### src/hw/irq_sync_pkg.sv
// constants shared by the control register slice
`default_nettype none
package irq_sync_pkg;
	// ----------------------------------------------------------------
	// bus geometry
	// ----------------------------------------------------------------
	localparam int          AXI_ADDR_W = 12;
	localparam int          AXI_DATA_W = 32;
	localparam int          IDX_W      = 9;
	localparam int          REG_W      = 8;
	localparam logic [1:0]  RESP_OKAY   = 2'h0;
	localparam logic [1:0]  RESP_SLVERR = 2'h2;
	// ----------------------------------------------------------------
	// register indices, byte address is four times the index
	// ----------------------------------------------------------------
	localparam logic [IDX_W-1:0] IDX_SYSREF_CONTROL   = 9'h03A;
	localparam logic [IDX_W-1:0] IDX_CLOCK_RATIO      = 9'h0F8;
	localparam logic [IDX_W-1:0] IDX_SCRATCH_SPARE    = 9'h0F9;
	localparam logic [IDX_W-1:0] IDX_SHADOW_TRANSFER  = 9'h0FF;
	localparam logic [IDX_W-1:0] IDX_IRQ_STATUS       = 9'h100;
	localparam logic [IDX_W-1:0] IDX_IRQ_MASK         = 9'h101;
	localparam logic [IDX_W-1:0] IDX_IRQ_PENDING      = 9'h102;
	localparam logic [IDX_W-1:0] IDX_DIGITAL_CONTROL  = 9'h105;
	localparam logic [IDX_W-1:0] IDX_CAL_THRESH_CTRL  = 9'h10A;
	localparam logic [IDX_W-1:0] IDX_CAL_THRESH_A     = 9'h10D;
	localparam logic [IDX_W-1:0] IDX_CAL_THRESH_B     = 9'h10E;
	// ----------------------------------------------------------------
	// reset values
	// ----------------------------------------------------------------
	localparam logic [REG_W-1:0] RST_CLOCK_RATIO     = 8'h00;
	localparam logic [REG_W-1:0] RST_SCRATCH_SPARE   = 8'h00;
	localparam logic [REG_W-1:0] RST_IRQ_MASK        = 8'h00;
	localparam logic [REG_W-1:0] RST_DIGITAL_CONTROL = 8'h00;
	localparam logic [REG_W-1:0] RST_CAL_THRESH_CTRL = 8'h10;
	localparam logic [REG_W-1:0] RST_CAL_THRESH_A    = 8'h3D;
	localparam logic [REG_W-1:0] RST_CAL_THRESH_B    = 8'h14;
	localparam logic [REG_W-1:0] RST_SYSREF_CONTROL  = 8'h00;
	// ----------------------------------------------------------------
	// field positions and writable masks
	// ----------------------------------------------------------------
	localparam int               BIT_RATIO_SEL     = 0;
	localparam int               BIT_TRANSFER      = 0;
	localparam int               BIT_PLL_UNLOCK    = 7;
	localparam int               BIT_SYSREF_HOLD   = 3;
	localparam int               BIT_SYSREF_SETUP  = 2;
	localparam int               BIT_CLOCK_ERR     = 0;
	localparam int               BIT_CAL_THRESH_EN = 4;
	localparam int               BIT_SYSREF_CLEAR  = 6;
	localparam logic [REG_W-1:0] MASK_IRQ_BITS     = 8'h8D;
	localparam logic [REG_W-1:0] MASK_IRQ_MASK_RW  = 8'hBD;
	localparam logic [REG_W-1:0] MASK_DIGITAL_RW   = 8'h1F;
	localparam logic [REG_W-1:0] MASK_CAL_CTRL_RW  = 8'h10;
	localparam logic [REG_W-1:0] MASK_SYSREF_RW    = 8'h40;
	localparam logic [REG_W-1:0] MASK_TRANSFER_RW  = 8'h01;
	// ----------------------------------------------------------------
	// divided clock output
	// ----------------------------------------------------------------
	localparam int               DIV_RATIO_4 = 4;
	localparam logic             RATIO_SEL_DIV4 = 1'b0;
endpackage
`default_nettype wire

### src/hw/clock_divider.sv
// divided clock output generator
`default_nettype none
module clock_divider #(
	parameter int RATIO = irq_sync_pkg::DIV_RATIO_4
) (
	input  wire logic i_clk,     // clock
	input  wire logic i_resetn,  // sync reset, active low
	input  wire logic i_enable,  // run the divider
	output logic      o_div_clk  // divided clock, registered
);
	localparam int HALF = RATIO / 2;
	localparam int CW   = (HALF > 1) ? $clog2(HALF) : 1;
	localparam logic [CW-1:0] LAST = CW'(HALF - 1);

	typedef struct packed {
		logic [CW-1:0] count;
		logic          level;
	} div_state_type;

	div_state_type s;
	div_state_type next_s;

	always_comb begin
		next_s = s;
		if (!i_enable) begin
			// reserved ratio parks the output low
			next_s.count = '0;
			next_s.level = 1'b0;
		end else if (s.count == LAST) begin
			next_s.count = '0;
			next_s.level = ~s.level;
		end else begin
			next_s.count = s.count + CW'(1);
		end
	end

	always_ff @(posedge i_clk) begin
		if (!i_resetn) begin
			s <= '0;
		end else begin
			s <= next_s;
		end
	end

	assign o_div_clk = s.level;
endmodule // clock_divider
`default_nettype wire

### src/hw/irq_sync_regs.sv
// control register slice: clock ratio, spares, transfer, irq, calibration thresholds
//
// Summary of operation
// - ratio bit 0 clear selects divide by four, set parks the divided clock low
// - transfer bit copies master to active, self-clears
// - status bit 7 shows PLL out of lock
// - SYSREF hold and setup errors stay sticky
// - set-then-clear sysref bit 6 clears both errors
// - status bit 0 shows clock error
// - mask bit 7 suppresses PLL unlock interrupt
// - mask bits 3,2 gate SYSREF error interrupts
// - mask bit 0 gates clock error interrupt
// - clock error clears only by device reset
// - control bit 4 enables threshold logic, default on
// - two threshold registers reset to 3D, 14
`default_nettype none
module irq_sync_regs (
	input  wire logic                                 i_clk,              // 100 MHz clock
	input  wire logic                                 i_resetn,           // sync reset, low
	input  wire logic                                 i_awvalid,          // write address valid
	output logic                                      o_awready,          // write address ready
	input  wire logic [irq_sync_pkg::AXI_ADDR_W-1:0]  i_awaddr,           // write byte address
	input  wire logic                                 i_wvalid,           // write data valid
	output logic                                      o_wready,           // write data ready
	input  wire logic [irq_sync_pkg::AXI_DATA_W-1:0]  i_wdata,            // write data
	input  wire logic [3:0]                           i_wstrb,            // byte strobes
	output logic                                      o_bvalid,           // write response valid
	input  wire logic                                 i_bready,           // write response ready
	output logic      [1:0]                           o_bresp,            // write response
	input  wire logic                                 i_arvalid,          // read address valid
	output logic                                      o_arready,          // read address ready
	input  wire logic [irq_sync_pkg::AXI_ADDR_W-1:0]  i_araddr,           // read byte address
	output logic                                      o_rvalid,           // read data valid
	input  wire logic                                 i_rready,           // read data ready
	output logic      [irq_sync_pkg::AXI_DATA_W-1:0]  o_rdata,            // read data
	output logic      [1:0]                           o_rresp,            // read response
	input  wire logic                                 i_pll_unlocked,     // PLL out of lock
	input  wire logic                                 i_sysref_setup_err, // setup violation
	input  wire logic                                 i_sysref_hold_err,  // hold violation
	input  wire logic                                 i_clock_err,        // clock fault
	output logic                                      o_irq,              // interrupt level
	output logic                                      o_divided_clock_output, // divided clock
	output logic                                      o_data_invalid,     // data not trusted
	output logic      [irq_sync_pkg::REG_W-1:0]       o_digital_control,  // active control
	output logic                                      o_cal_threshold_enable, // threshold on
	output logic      [irq_sync_pkg::REG_W-1:0]       o_cal_threshold_a,  // active threshold a
	output logic      [irq_sync_pkg::REG_W-1:0]       o_cal_threshold_b   // active threshold b
);
	localparam int RW = irq_sync_pkg::REG_W;
	localparam int IW = irq_sync_pkg::IDX_W;

	// ----------------------------------------------------------------
	// state
	// ----------------------------------------------------------------
	typedef struct packed {
		logic                                   aw_held;
		logic [irq_sync_pkg::AXI_ADDR_W-1:0]    aw_addr;
		logic                                   w_held;
		logic [RW-1:0]                          wdata;
		logic                                   wlane;
		logic                                   bvalid;
		logic [1:0]                             bresp;
		logic                                   rvalid;
		logic [RW-1:0]                          rdata;
		logic [1:0]                             rresp;
		logic [RW-1:0]                          clock_ratio;
		logic [RW-1:0]                          scratch;
		logic                                   transfer;
		logic [RW-1:0]                          mask;
		logic [RW-1:0]                          pending;
		logic [RW-1:0]                          dig_ctrl;
		logic [RW-1:0]                          cal_ctrl;
		logic [RW-1:0]                          cal_a;
		logic [RW-1:0]                          cal_b;
		logic [RW-1:0]                          sysref_ctrl;
		logic                                   err_hold;
		logic                                   err_setup;
		logic                                   err_clock;
		logic [RW-1:0]                          act_ratio;
		logic [RW-1:0]                          act_dig;
		logic [RW-1:0]                          act_cal_ctrl;
		logic [RW-1:0]                          act_cal_a;
		logic [RW-1:0]                          act_cal_b;
		logic                                   irq;
	} regs_state_type;

	regs_state_type s;
	regs_state_type next_s;

	// ----------------------------------------------------------------
	// decode helpers
	// ----------------------------------------------------------------
	function automatic logic [IW-1:0] addr_index(input logic [irq_sync_pkg::AXI_ADDR_W-1:0] a);
		addr_index = a[IW+1:2];
	endfunction

	// unaligned addresses and holes answer with a slave error
	function automatic logic is_mapped(input logic [irq_sync_pkg::AXI_ADDR_W-1:0] a);
		logic [IW-1:0] idx;
		idx = a[IW+1:2];
		if (a[1:0] != 2'h0 || a[irq_sync_pkg::AXI_ADDR_W-1:IW+2] != '0) begin
			is_mapped = 1'b0;
		end else begin
			unique case (idx)
				irq_sync_pkg::IDX_SYSREF_CONTROL,
				irq_sync_pkg::IDX_CLOCK_RATIO,
				irq_sync_pkg::IDX_SCRATCH_SPARE,
				irq_sync_pkg::IDX_SHADOW_TRANSFER,
				irq_sync_pkg::IDX_IRQ_STATUS,
				irq_sync_pkg::IDX_IRQ_MASK,
				irq_sync_pkg::IDX_IRQ_PENDING,
				irq_sync_pkg::IDX_DIGITAL_CONTROL,
				irq_sync_pkg::IDX_CAL_THRESH_CTRL,
				irq_sync_pkg::IDX_CAL_THRESH_A,
				irq_sync_pkg::IDX_CAL_THRESH_B: is_mapped = 1'b1;
				default: is_mapped = 1'b0;
			endcase
		end
	endfunction

	// ----------------------------------------------------------------
	// event inputs cross from outside the clock domain
	// ----------------------------------------------------------------
	logic [3:0] ev_sync;
	logic       ev_pll;
	logic       ev_hold;
	logic       ev_setup;
	logic       ev_clock;

	level_sync #(
		.WIDTH(4)
	) u_event_sync (
		.i_clk    (i_clk),
		.i_resetn (i_resetn),
		.i_d      ({i_pll_unlocked, i_sysref_hold_err, i_sysref_setup_err, i_clock_err}),
		.o_q      (ev_sync)
	);

	assign ev_pll   = ev_sync[3];
	assign ev_hold  = ev_sync[2];
	assign ev_setup = ev_sync[1];
	assign ev_clock = ev_sync[0];

	// ----------------------------------------------------------------
	// live status view
	// ----------------------------------------------------------------
	logic [RW-1:0] status;

	always_comb begin
		status                                = '0;
		status[irq_sync_pkg::BIT_PLL_UNLOCK]   = ev_pll;
		status[irq_sync_pkg::BIT_SYSREF_HOLD]  = s.err_hold;
		status[irq_sync_pkg::BIT_SYSREF_SETUP] = s.err_setup;
		status[irq_sync_pkg::BIT_CLOCK_ERR]    = s.err_clock;
	end

	assign o_awready = !s.aw_held && !s.bvalid;
	assign o_wready  = !s.w_held && !s.bvalid;
	assign o_arready = !s.rvalid;

	// ----------------------------------------------------------------
	// next state
	// ----------------------------------------------------------------
	logic          commit;
	logic [IW-1:0] widx;
	logic [IW-1:0] ridx;

	always_comb begin
		next_s = s;
		widx   = addr_index(s.aw_addr);
		ridx   = addr_index(i_araddr);
		commit = s.aw_held && s.w_held;

		if (i_awvalid && o_awready) begin
			next_s.aw_held = 1'b1;
			next_s.aw_addr = i_awaddr;
		end
		if (i_wvalid && o_wready) begin
			next_s.w_held = 1'b1;
			next_s.wdata  = i_wdata[RW-1:0];
			next_s.wlane  = i_wstrb[0];
		end
		if (s.bvalid && i_bready) begin
			next_s.bvalid = 1'b0;
		end

		// transfer runs one cycle after the write, then the bit drops
		if (s.transfer) begin
			next_s.act_ratio    = s.clock_ratio;
			next_s.act_dig      = s.dig_ctrl;
			next_s.act_cal_ctrl = s.cal_ctrl;
			next_s.act_cal_a    = s.cal_a;
			next_s.act_cal_b    = s.cal_b;
			next_s.transfer     = 1'b0;
		end

		if (commit) begin
			next_s.aw_held = 1'b0;
			next_s.w_held  = 1'b0;
			next_s.bvalid  = 1'b1;
			next_s.bresp   = is_mapped(s.aw_addr) ? irq_sync_pkg::RESP_OKAY
			                                      : irq_sync_pkg::RESP_SLVERR;
			if (is_mapped(s.aw_addr) && s.wlane) begin
				unique case (widx)
					irq_sync_pkg::IDX_CLOCK_RATIO: begin
						next_s.clock_ratio = s.wdata;
					end
					irq_sync_pkg::IDX_SCRATCH_SPARE: begin
						next_s.scratch = s.wdata;
					end
					irq_sync_pkg::IDX_SHADOW_TRANSFER: begin
						// writing zero leaves everything alone
						if (s.wdata[irq_sync_pkg::BIT_TRANSFER]) begin
							next_s.transfer = 1'b1;
						end
					end
					irq_sync_pkg::IDX_IRQ_MASK: begin
						next_s.mask = s.wdata & irq_sync_pkg::MASK_IRQ_MASK_RW;
					end
					irq_sync_pkg::IDX_IRQ_PENDING: begin
						next_s.pending = s.pending & ~s.wdata;
					end
					irq_sync_pkg::IDX_DIGITAL_CONTROL: begin
						next_s.dig_ctrl = s.wdata & irq_sync_pkg::MASK_DIGITAL_RW;
					end
					irq_sync_pkg::IDX_CAL_THRESH_CTRL: begin
						next_s.cal_ctrl = s.wdata & irq_sync_pkg::MASK_CAL_CTRL_RW;
					end
					irq_sync_pkg::IDX_CAL_THRESH_A: begin
						next_s.cal_a = s.wdata;
					end
					irq_sync_pkg::IDX_CAL_THRESH_B: begin
						next_s.cal_b = s.wdata;
					end
					irq_sync_pkg::IDX_SYSREF_CONTROL: begin
						next_s.sysref_ctrl = s.wdata & irq_sync_pkg::MASK_SYSREF_RW;
						// the falling half of a set-then-clear sequence wipes both flags
						if (s.sysref_ctrl[irq_sync_pkg::BIT_SYSREF_CLEAR]
						    && !s.wdata[irq_sync_pkg::BIT_SYSREF_CLEAR]) begin
							next_s.err_hold  = 1'b0;
							next_s.err_setup = 1'b0;
						end
					end
					default: begin
						// status is read only
					end
				endcase
			end
		end

		// sets come last so an error in the clearing cycle survives
		if (ev_hold) begin
			next_s.err_hold = 1'b1;
		end
		if (ev_setup) begin
			next_s.err_setup = 1'b1;
		end
		// nothing in the map clears this one
		if (ev_clock) begin
			next_s.err_clock = 1'b1;
		end
		next_s.pending = next_s.pending | (status & irq_sync_pkg::MASK_IRQ_BITS);
		next_s.irq     = |(next_s.pending & ~next_s.mask);

		if (s.rvalid && i_rready) begin
			next_s.rvalid = 1'b0;
		end
		if (i_arvalid && o_arready) begin
			next_s.rvalid = 1'b1;
			next_s.rdata  = '0;
			next_s.rresp  = is_mapped(i_araddr) ? irq_sync_pkg::RESP_OKAY
			                                    : irq_sync_pkg::RESP_SLVERR;
			if (is_mapped(i_araddr)) begin
				unique case (ridx)
					irq_sync_pkg::IDX_SYSREF_CONTROL:  next_s.rdata = s.sysref_ctrl;
					irq_sync_pkg::IDX_CLOCK_RATIO:     next_s.rdata = s.clock_ratio;
					irq_sync_pkg::IDX_SCRATCH_SPARE:   next_s.rdata = s.scratch;
					irq_sync_pkg::IDX_SHADOW_TRANSFER: next_s.rdata = {7'h00, s.transfer};
					irq_sync_pkg::IDX_IRQ_STATUS:      next_s.rdata = status;
					irq_sync_pkg::IDX_IRQ_MASK:        next_s.rdata = s.mask;
					irq_sync_pkg::IDX_IRQ_PENDING:     next_s.rdata = s.pending;
					irq_sync_pkg::IDX_DIGITAL_CONTROL: next_s.rdata = s.dig_ctrl;
					irq_sync_pkg::IDX_CAL_THRESH_CTRL: next_s.rdata = s.cal_ctrl;
					irq_sync_pkg::IDX_CAL_THRESH_A:    next_s.rdata = s.cal_a;
					irq_sync_pkg::IDX_CAL_THRESH_B:    next_s.rdata = s.cal_b;
					default:                           next_s.rdata = '0;
				endcase
			end
		end
	end

	// ----------------------------------------------------------------
	// registers
	// ----------------------------------------------------------------
	always_ff @(posedge i_clk) begin
		if (!i_resetn) begin
			s              <= '0;
			s.clock_ratio  <= irq_sync_pkg::RST_CLOCK_RATIO;
			s.scratch      <= irq_sync_pkg::RST_SCRATCH_SPARE;
			s.mask         <= irq_sync_pkg::RST_IRQ_MASK;
			s.dig_ctrl     <= irq_sync_pkg::RST_DIGITAL_CONTROL;
			s.cal_ctrl     <= irq_sync_pkg::RST_CAL_THRESH_CTRL;
			s.cal_a        <= irq_sync_pkg::RST_CAL_THRESH_A;
			s.cal_b        <= irq_sync_pkg::RST_CAL_THRESH_B;
			s.sysref_ctrl  <= irq_sync_pkg::RST_SYSREF_CONTROL;
			s.act_ratio    <= irq_sync_pkg::RST_CLOCK_RATIO;
			s.act_dig      <= irq_sync_pkg::RST_DIGITAL_CONTROL;
			s.act_cal_ctrl <= irq_sync_pkg::RST_CAL_THRESH_CTRL;
			s.act_cal_a    <= irq_sync_pkg::RST_CAL_THRESH_A;
			s.act_cal_b    <= irq_sync_pkg::RST_CAL_THRESH_B;
		end else begin
			s <= next_s;
		end
	end

	// ----------------------------------------------------------------
	// divided clock, only the divide-by-four code runs it
	// ----------------------------------------------------------------
	logic ratio_ok;

	assign ratio_ok = (s.act_ratio[irq_sync_pkg::BIT_RATIO_SEL]
	                   == irq_sync_pkg::RATIO_SEL_DIV4);

	clock_divider #(
		.RATIO(irq_sync_pkg::DIV_RATIO_4)
	) u_divider (
		.i_clk     (i_clk),
		.i_resetn  (i_resetn),
		.i_enable  (ratio_ok),
		.o_div_clk (o_divided_clock_output)
	);

	// ----------------------------------------------------------------
	// outputs
	// ----------------------------------------------------------------
	assign o_bvalid               = s.bvalid;
	assign o_bresp                = s.bresp;
	assign o_rvalid               = s.rvalid;
	assign o_rdata                = {{(irq_sync_pkg::AXI_DATA_W-RW){1'b0}}, s.rdata};
	assign o_rresp                = s.rresp;
	assign o_irq                  = s.irq;
	assign o_data_invalid         = s.err_clock;
	assign o_digital_control      = s.act_dig;
	assign o_cal_threshold_enable = s.act_cal_ctrl[irq_sync_pkg::BIT_CAL_THRESH_EN];
	assign o_cal_threshold_a      = s.act_cal_a;
	assign o_cal_threshold_b      = s.act_cal_b;
endmodule // irq_sync_regs
`default_nettype wire

### src/hw/level_sync.sv
// two flip-flop synchroniser for a group of levels
`default_nettype none
module level_sync #(
	parameter int WIDTH = 4
) (
	input  wire logic             i_clk,    // clock
	input  wire logic             i_resetn, // sync reset, active low
	input  wire logic [WIDTH-1:0] i_d,      // asynchronous levels
	output logic      [WIDTH-1:0] o_q       // synchronised levels
);
	typedef struct packed {
		logic [WIDTH-1:0] stage1;
		logic [WIDTH-1:0] stage2;
	} sync_state_type;

	sync_state_type s;
	sync_state_type next_s;

	// stage1 is only ever read by stage2
	always_comb begin
		next_s        = s;
		next_s.stage1 = i_d;
		next_s.stage2 = s.stage1;
	end

	always_ff @(posedge i_clk) begin
		if (!i_resetn) begin
			s <= '0;
		end else begin
			s <= next_s;
		end
	end

	assign o_q = s.stage2;
endmodule // level_sync
`default_nettype wire

### config.mk
export PLATFORM = sky130hd
export DESIGN_NAME = irq_sync_regs
export DESIGN_NICKNAME = d
export VERILOG_FILES = /design/src/hw/irq_sync_pkg.sv /design/src/hw/clock_divider.sv /design/src/hw/irq_sync_regs.sv /design/src/hw/level_sync.sv
export SDC_FILE = /design/constraint.sdc
export NUM_CORES = 1
export LEC_CHECK = 0
export ABC_AREA = 1
export BUFFER_PORTS_ARGS = -buffer_cell sky130_fd_sc_hd__buf_2
export CAP_MARGIN = 20
export CORE_MARGIN = 2
export CORE_UTILIZATION = 37
export DETAILED_ROUTE_END_ITERATION = 8
export PLACE_DENSITY_LB_ADDON = 0.12
export SYNTH_ARGS = -nofsm -noshare
export SYNTH_HDL_FRONTEND = slang
export SYNTH_SLANG_ARGS = --single-unit
### constraint.sdc
create_clock -name i_clk -period 3 [get_ports i_clk]
set_clock_uncertainty 0.2 [all_clocks]
set_input_delay 0.15 -clock i_clk [delete_from_list [all_inputs] [get_ports i_clk]]
set_output_delay 0.15 -clock i_clk [all_outputs]
set_load 0.01 [all_outputs]
After elaboration in Yosys (flattened, before gate mapping)

Index checks and enable logic that the tools add are counted.

Input bits: 71
Output and inout bits: 69
Logic and storage cells: 135
Register bits after elaboration: 130

$add $sub $neg: 1
Reductions and logical operators: 45
Equal/unequal tests: 22
Bitwise operators: 7
Muxes and demuxes: 27

Operator list:

| kind                 | number |
|---|---|
| $eq A9 B9 Y1 const B | 14 |
| $mux W58             | 2 |
| $pmux W8 S11         | 1 |
| $eq A9 B8 Y1 const B | 6 |
| $mux W8              | 5 |
| $reduce_bool A2 Y1   | 12 |
| $reduce_or A11 Y1    | 2 |
| $reduce_and A3 Y1    | 7 |
| $eq A9 B6 Y1 const B | 2 |
| $and A8 B8 Y8        | 2 |
| $not A8 Y8           | 2 |
| $reduce_and A4 Y1    | 3 |
| $mux W1              | 11 |
| $mux W11             | 1 |
| $logic_and A1 B1 Y1  | 10 |
| $mux W5              | 2 |
| $mux W9              | 1 |
| $or A8 B8 Y8         | 1 |
| $reduce_or A8 Y1     | 1 |
| $mux W2              | 3 |
| $logic_not A1 Y1     | 5 |
| $reduce_or A2 Y1     | 2 |
| $mux W3              | 1 |
| $reduce_or A3 Y1     | 1 |
| other kinds (3)      | 5 |

Longest topological paths before layout

Depth after elaboration: 11
Gate-level depth with buffers: 16
Gate-level depth less buffers: 16

Cells and area by module

From an unflattened synthesis, not the netlist that was laid out.

Cells, all modules: 777
Area total of the unflattened synthesis: 5735.5 um2

By module, submodules not included:

| module        | area each (um2) | sequential area each (um2) | cells an instance | instances |
|---|---|---|---|---|
| irq_sync_regs | 5441.5          | 2362.3                     | 743               | 1 |
| level_sync    | 225.2           | 160.2                      | 25                | 1 |
| clock_divider | 68.8            | 40.0                       | 9                 | 1 |

Worst setup path before layout

OpenSTA, ideal clock, no wires.

Kind: reg-to-reg
From: register s[149] in the netlist's numbering
To: register s (netlist bit o_irq)
Period minus slack after synthesis: 1988 ps
Arrival: 1656 ps
Library setup time: 132 ps
Buffers on the path: 1
Required time: 2668 ps
Setup slack: 1012 ps
Stages on the path, launching flop included: 16
Path through: dfxtp_1 > nor2_1 > nand2_1 > nor2_1 > o21ai_1 > nand2_1 > inv_2 > nand3_4 > nand4_4 > buf_6 > nor2_1 > nor2_1 > nand3_1 > nand2_1 > nor2_1 > a21oi_1

Longest elaborated chain between the ends: 11
Elaborated cells on any way between the ends: 24
Classes of those cells: eq/ne: 11; mux: 7; bitwise: 3; reduce/logical: 3

RTL lines:

| item                                              | RTL line                                   | RTL |
|---|---|---|
| start, declared                                   | irq_sync_regs.sv:87                        | `regs_state_type s;` |
| start signal, assigned                            | irq_sync_regs.sv:312                       | `s <= next_s;` |
| $eq A9 B6 Y1 (tied with other cells)              | irq_sync_regs.sv:104                       | `unique case (idx)` |
| $reduce_or A11 Y1                                 | irq_sync_regs.sv:104                       |  |
| $mux W1                                           | irq_sync_regs.sv:104                       |  |
| $mux W1                                           | irq_sync_regs.sv:101                       | `if (a[1:0] != 2'h0 \|\| a[irq_sync_pkg::AXI_ADDR_W-1:IW+2] != '0) begin` |
| $mux W1                                           | irq_sync_regs.sv:197                       | `if (commit) begin` |
| $logic_and A1 B1 Y1                               | irq_sync_regs.sv:203                       | `if (is_mapped(s.aw_addr) && s.wlane) begin` |
| $mux W58 (*)                                      | irq_sync_regs.sv:203                       |  |
| $mux W58 (*)                                      | irq_sync_regs.sv:197                       |  |
| $or A8 B8 Y8 / $not A8 Y8 (equally long branches) | irq_sync_regs.sv:262, irq_sync_regs.sv:263 |  |
| $and A8 B8 Y8 (*)                                 | irq_sync_regs.sv:263                       | `next_s.irq = \|(next_s.pending & ~next_s.mask);` |
| $reduce_or A8 Y1 (*)                              | irq_sync_regs.sv:263                       |  |

Every way passes the cells marked *; elsewhere a longest branch is shown, timed or not. The select of a mux whose other input is x is not followed.
A chain may end at the register's enable or synchronous reset.

Worst setup path after layout

From: register s[149] in the netlist's numbering
To: register s[66] in the netlist's numbering

Longest elaborated chain between the ends: 7
Elaborated cells on any way between the ends: 17
Classes of those cells: eq/ne: 11; mux: 3; reduce/logical: 3

RTL lines:

| item                                   | RTL line |
|---|---|
| $eq A9 B6 Y1 (tied with other cells)   | irq_sync_regs.sv:104 |
| $reduce_or A11 Y1                      | irq_sync_regs.sv:104 |
| $mux W1                                | irq_sync_regs.sv:104 |
| $mux W1                                | irq_sync_regs.sv:101 |
| $mux W1                                | irq_sync_regs.sv:197 |
| $logic_and A1 B1 Y1                    | irq_sync_regs.sv:203 |
| $reduce_and A3 Y1 (no source line) (*) | n/a |

Marks and branches as above.

==> flow_summary.ini <==
[run_status]
outcome = complete, no violations

[critical_path]
cp-end-kind = flip-flop
r2r_slack_ns = 0.45
slowest_stage = nand3_1
crit_path_cell_trace = nor2_1 > nand2_1 > inv_1 > nand3_1 > nand2_1 > inv_1 > nand3_4 > nand3_4 > nor2_4 > nand3_1 > inv_2 > o21ai_0 > a21oi_1
critPathLaunchType = flip-flop
crit_path_max_incr_delay_ns = 0.37
r2r-start = s[149]
path_max_fanout = 11
cp.arrival_ns = 2.69
worstSetupPathType = reg -> reg
cp.required_ns = 3.15
crit_start = s[149]

[die]
initial_core_util_pct = 37.9
die_w_um = 129
fp.dieH_um = 129
fp.dieArea_mm2 = 0.0166
coreArea_mm2 = 0.0152
ioPinCount = 140
rows = 45

[global_route]
track_usage_pct = 18.8
grt-ovfl-total = 0
grt_max_degree = 53
first_global_vias = 4825
grt_antenna_before_repair = 0
grt_pass1_wl_um = 24000

[placed_design]
place.gp.congestion = 0.875
dp_slack_ns = 0.470
dp_cells = 995
port_buffers = 83
hpwlAfterDp_um = 10800

[synthesis]
synth_flop_cell = dfxtp_1
synth_edf_count = 0
yosysWarnings = 0
yosysTopAreaCell = dfxtp_1
synth.top_cell.area_share_pct = 44.5
ys_top_cells_by_area = dfxtp_1, nand2_1, buf_4, nor2_1, o21ai_0
synth_cell_type_count = 37
postSynthRegisterBits = 128
syn_inst = 774
ys_seq_area_share_pct = 44.5
syn_avg_cell_area_um2 = 7.44
synthesis.area_mm2 = 0.00576
ys_async_sr_fraction_pct = 0

[sta]
hold_slack_ns = 0.0274
min_period_ns = 2.55
timing.final.ws_setup_ns = 0.452
slew_headroom_pct = 48.9
drv_slew = 0
fin_crit_sh_pct = 84.9
rsz0062_at_grt = no
fmax_ghz = 0.392
fin_tns_setup_ns = 0
hold_viol = 0
finalSetupViolCount = 0
tightest_slew_ns = 0.766

[cts]
clk_pin_slew_ns = 0.05
htreeDepth = 4
cts_buffers = 17
clock_latency_ns = 0.42
clk_path_buf_depth = 2
cts_root_buf = clkbuf_16
clock_sinks = 128
tritoncts = built

[layout]
stdcell_count = 1054
antennaDiodeCount = 0
mostFrequentLayoutCells = nand2_1, dfxtp_1, nor2_1
area_growth_pct = 18.2
final_common_cell = nand2_1
n_fill_cell = 1586
drive_gt1_share_pct = 16.2
fin_nets = 925
multi_input_area_mm2 = 0.00250
regArea_mm2 = 0.00256
post-route-util_pct = 44.8

[routing]
vias = 5088
wl_um = 15100
wl_per_cell_um = 14.3
first_pass_iters = 5
route.detailed.drc = 0
vias_per_cell = 4.83
ant_nets = 0
drtIter0Drc = 331

[job]
drv_cap = 0

[power]
cellPowerDensity_mw_per_mm2 = 579
ir_drop_v = 0.000411
p_leak_nw = 3.08

[hold_path]
hold_start = i_resetn
hp-class = in -> reg
==> routing by layer <==
| layer | GRT usage (%) | part of all wire (%) | up-vias |
|---|---|---|---|
| li1 | - | - | 2630 |
| met1 | 25.0 | 48 | 2284 |
| met2 | 29.8 | 46 | 153 |
| met3 | 4.12 | 4.5 | 21 |
| met4 | 7.48 | 1.8 | 0 |
| met5 | 0 | 0 | - |
==> layout make-up <==
type | instances | area share, %
clock buffer | 25 | 7.28
clock inverter | 6 | 0.478
inverter | 62 | 3.42
multi-input combinational | 527 | 36.7
sequential | 128 | 37.7
tap | 188 | 3.46
timing repair buffer | 118 | 11.0
==> kinds of logic after synthesis <==
family          share of synthesized area (%)
xor+xnor                                0.152
compound gates                           17.0
simple gates                             24.4
buf+inv                                  13.9
flops                                    44.5
other cells                            0.0651
==> synth_stat cells, types with 11 or more instances <==
cell,instances
nand2_1,151
dfxtp_1,128
nor2_1,108
o21ai_0,64
a21oi_1,63
buf_4,62
inv_1,57
nand3_1,22
clkbuf_1,17
nand4_1,12
o211ai_1,12
nor3_1,11
==> where the power goes <==
| group | leakage, nW | switching [W] | internal [W] |
|---|---|---|---|
| logic | 1.78 | 0.000203 | 0.000105 |
| registers | 1.04 | 0.0000350 | 0.00175 |
| clock network | 0.263 | 0.000719 | 0.00113 |
==> worst paths after layout <==
kind                                            end  depth (start not counted)
worst min-delay path            u_event_sync.o_q[2]                          3
worst min register to register  u_event_sync.o_q[0]                          2
worst max register to register                s[66]                         13
worst max-delay path                          s[66]                         13
==> timing repair <==
action	in CTS	in global routing
endpoints found under the hold margin	28	0
resized for setup	0	0
setup buffers	0	0
hold buffers	28	0
==> stage by stage <==
stage	cell area, um2	total power (W)
6_report	6810	0.00394
2_1_floorplan	5860	0.00203
5_1_grt	6810	0.00410
4_1_cts	6810	0.00398
3_3_place_gp	6000	0.00210
3_5_place_dp	6000	0.00210
==> worst max-delay path, delay by kind of cell, from the launching register on <==
family                 cells  cell delay, ns
AO/OA/AOI/OAI              2            0.25
AND/OR/NAND/NOR            8            1.31
buffers and inverters      3            0.38
flip-flops                 1            0.33
==> state kept, by name, indices dropped and copies added (netlist names), 4 cells and up <==
name and cells:
o_cal_threshold_a 8, o_cal_threshold_b 8, o_digital_control 5, o_rdata 8, s 82, u_event_sync.next_s 4
u_event_sync.o_q 4
Power figures use the tool's default switching activity.
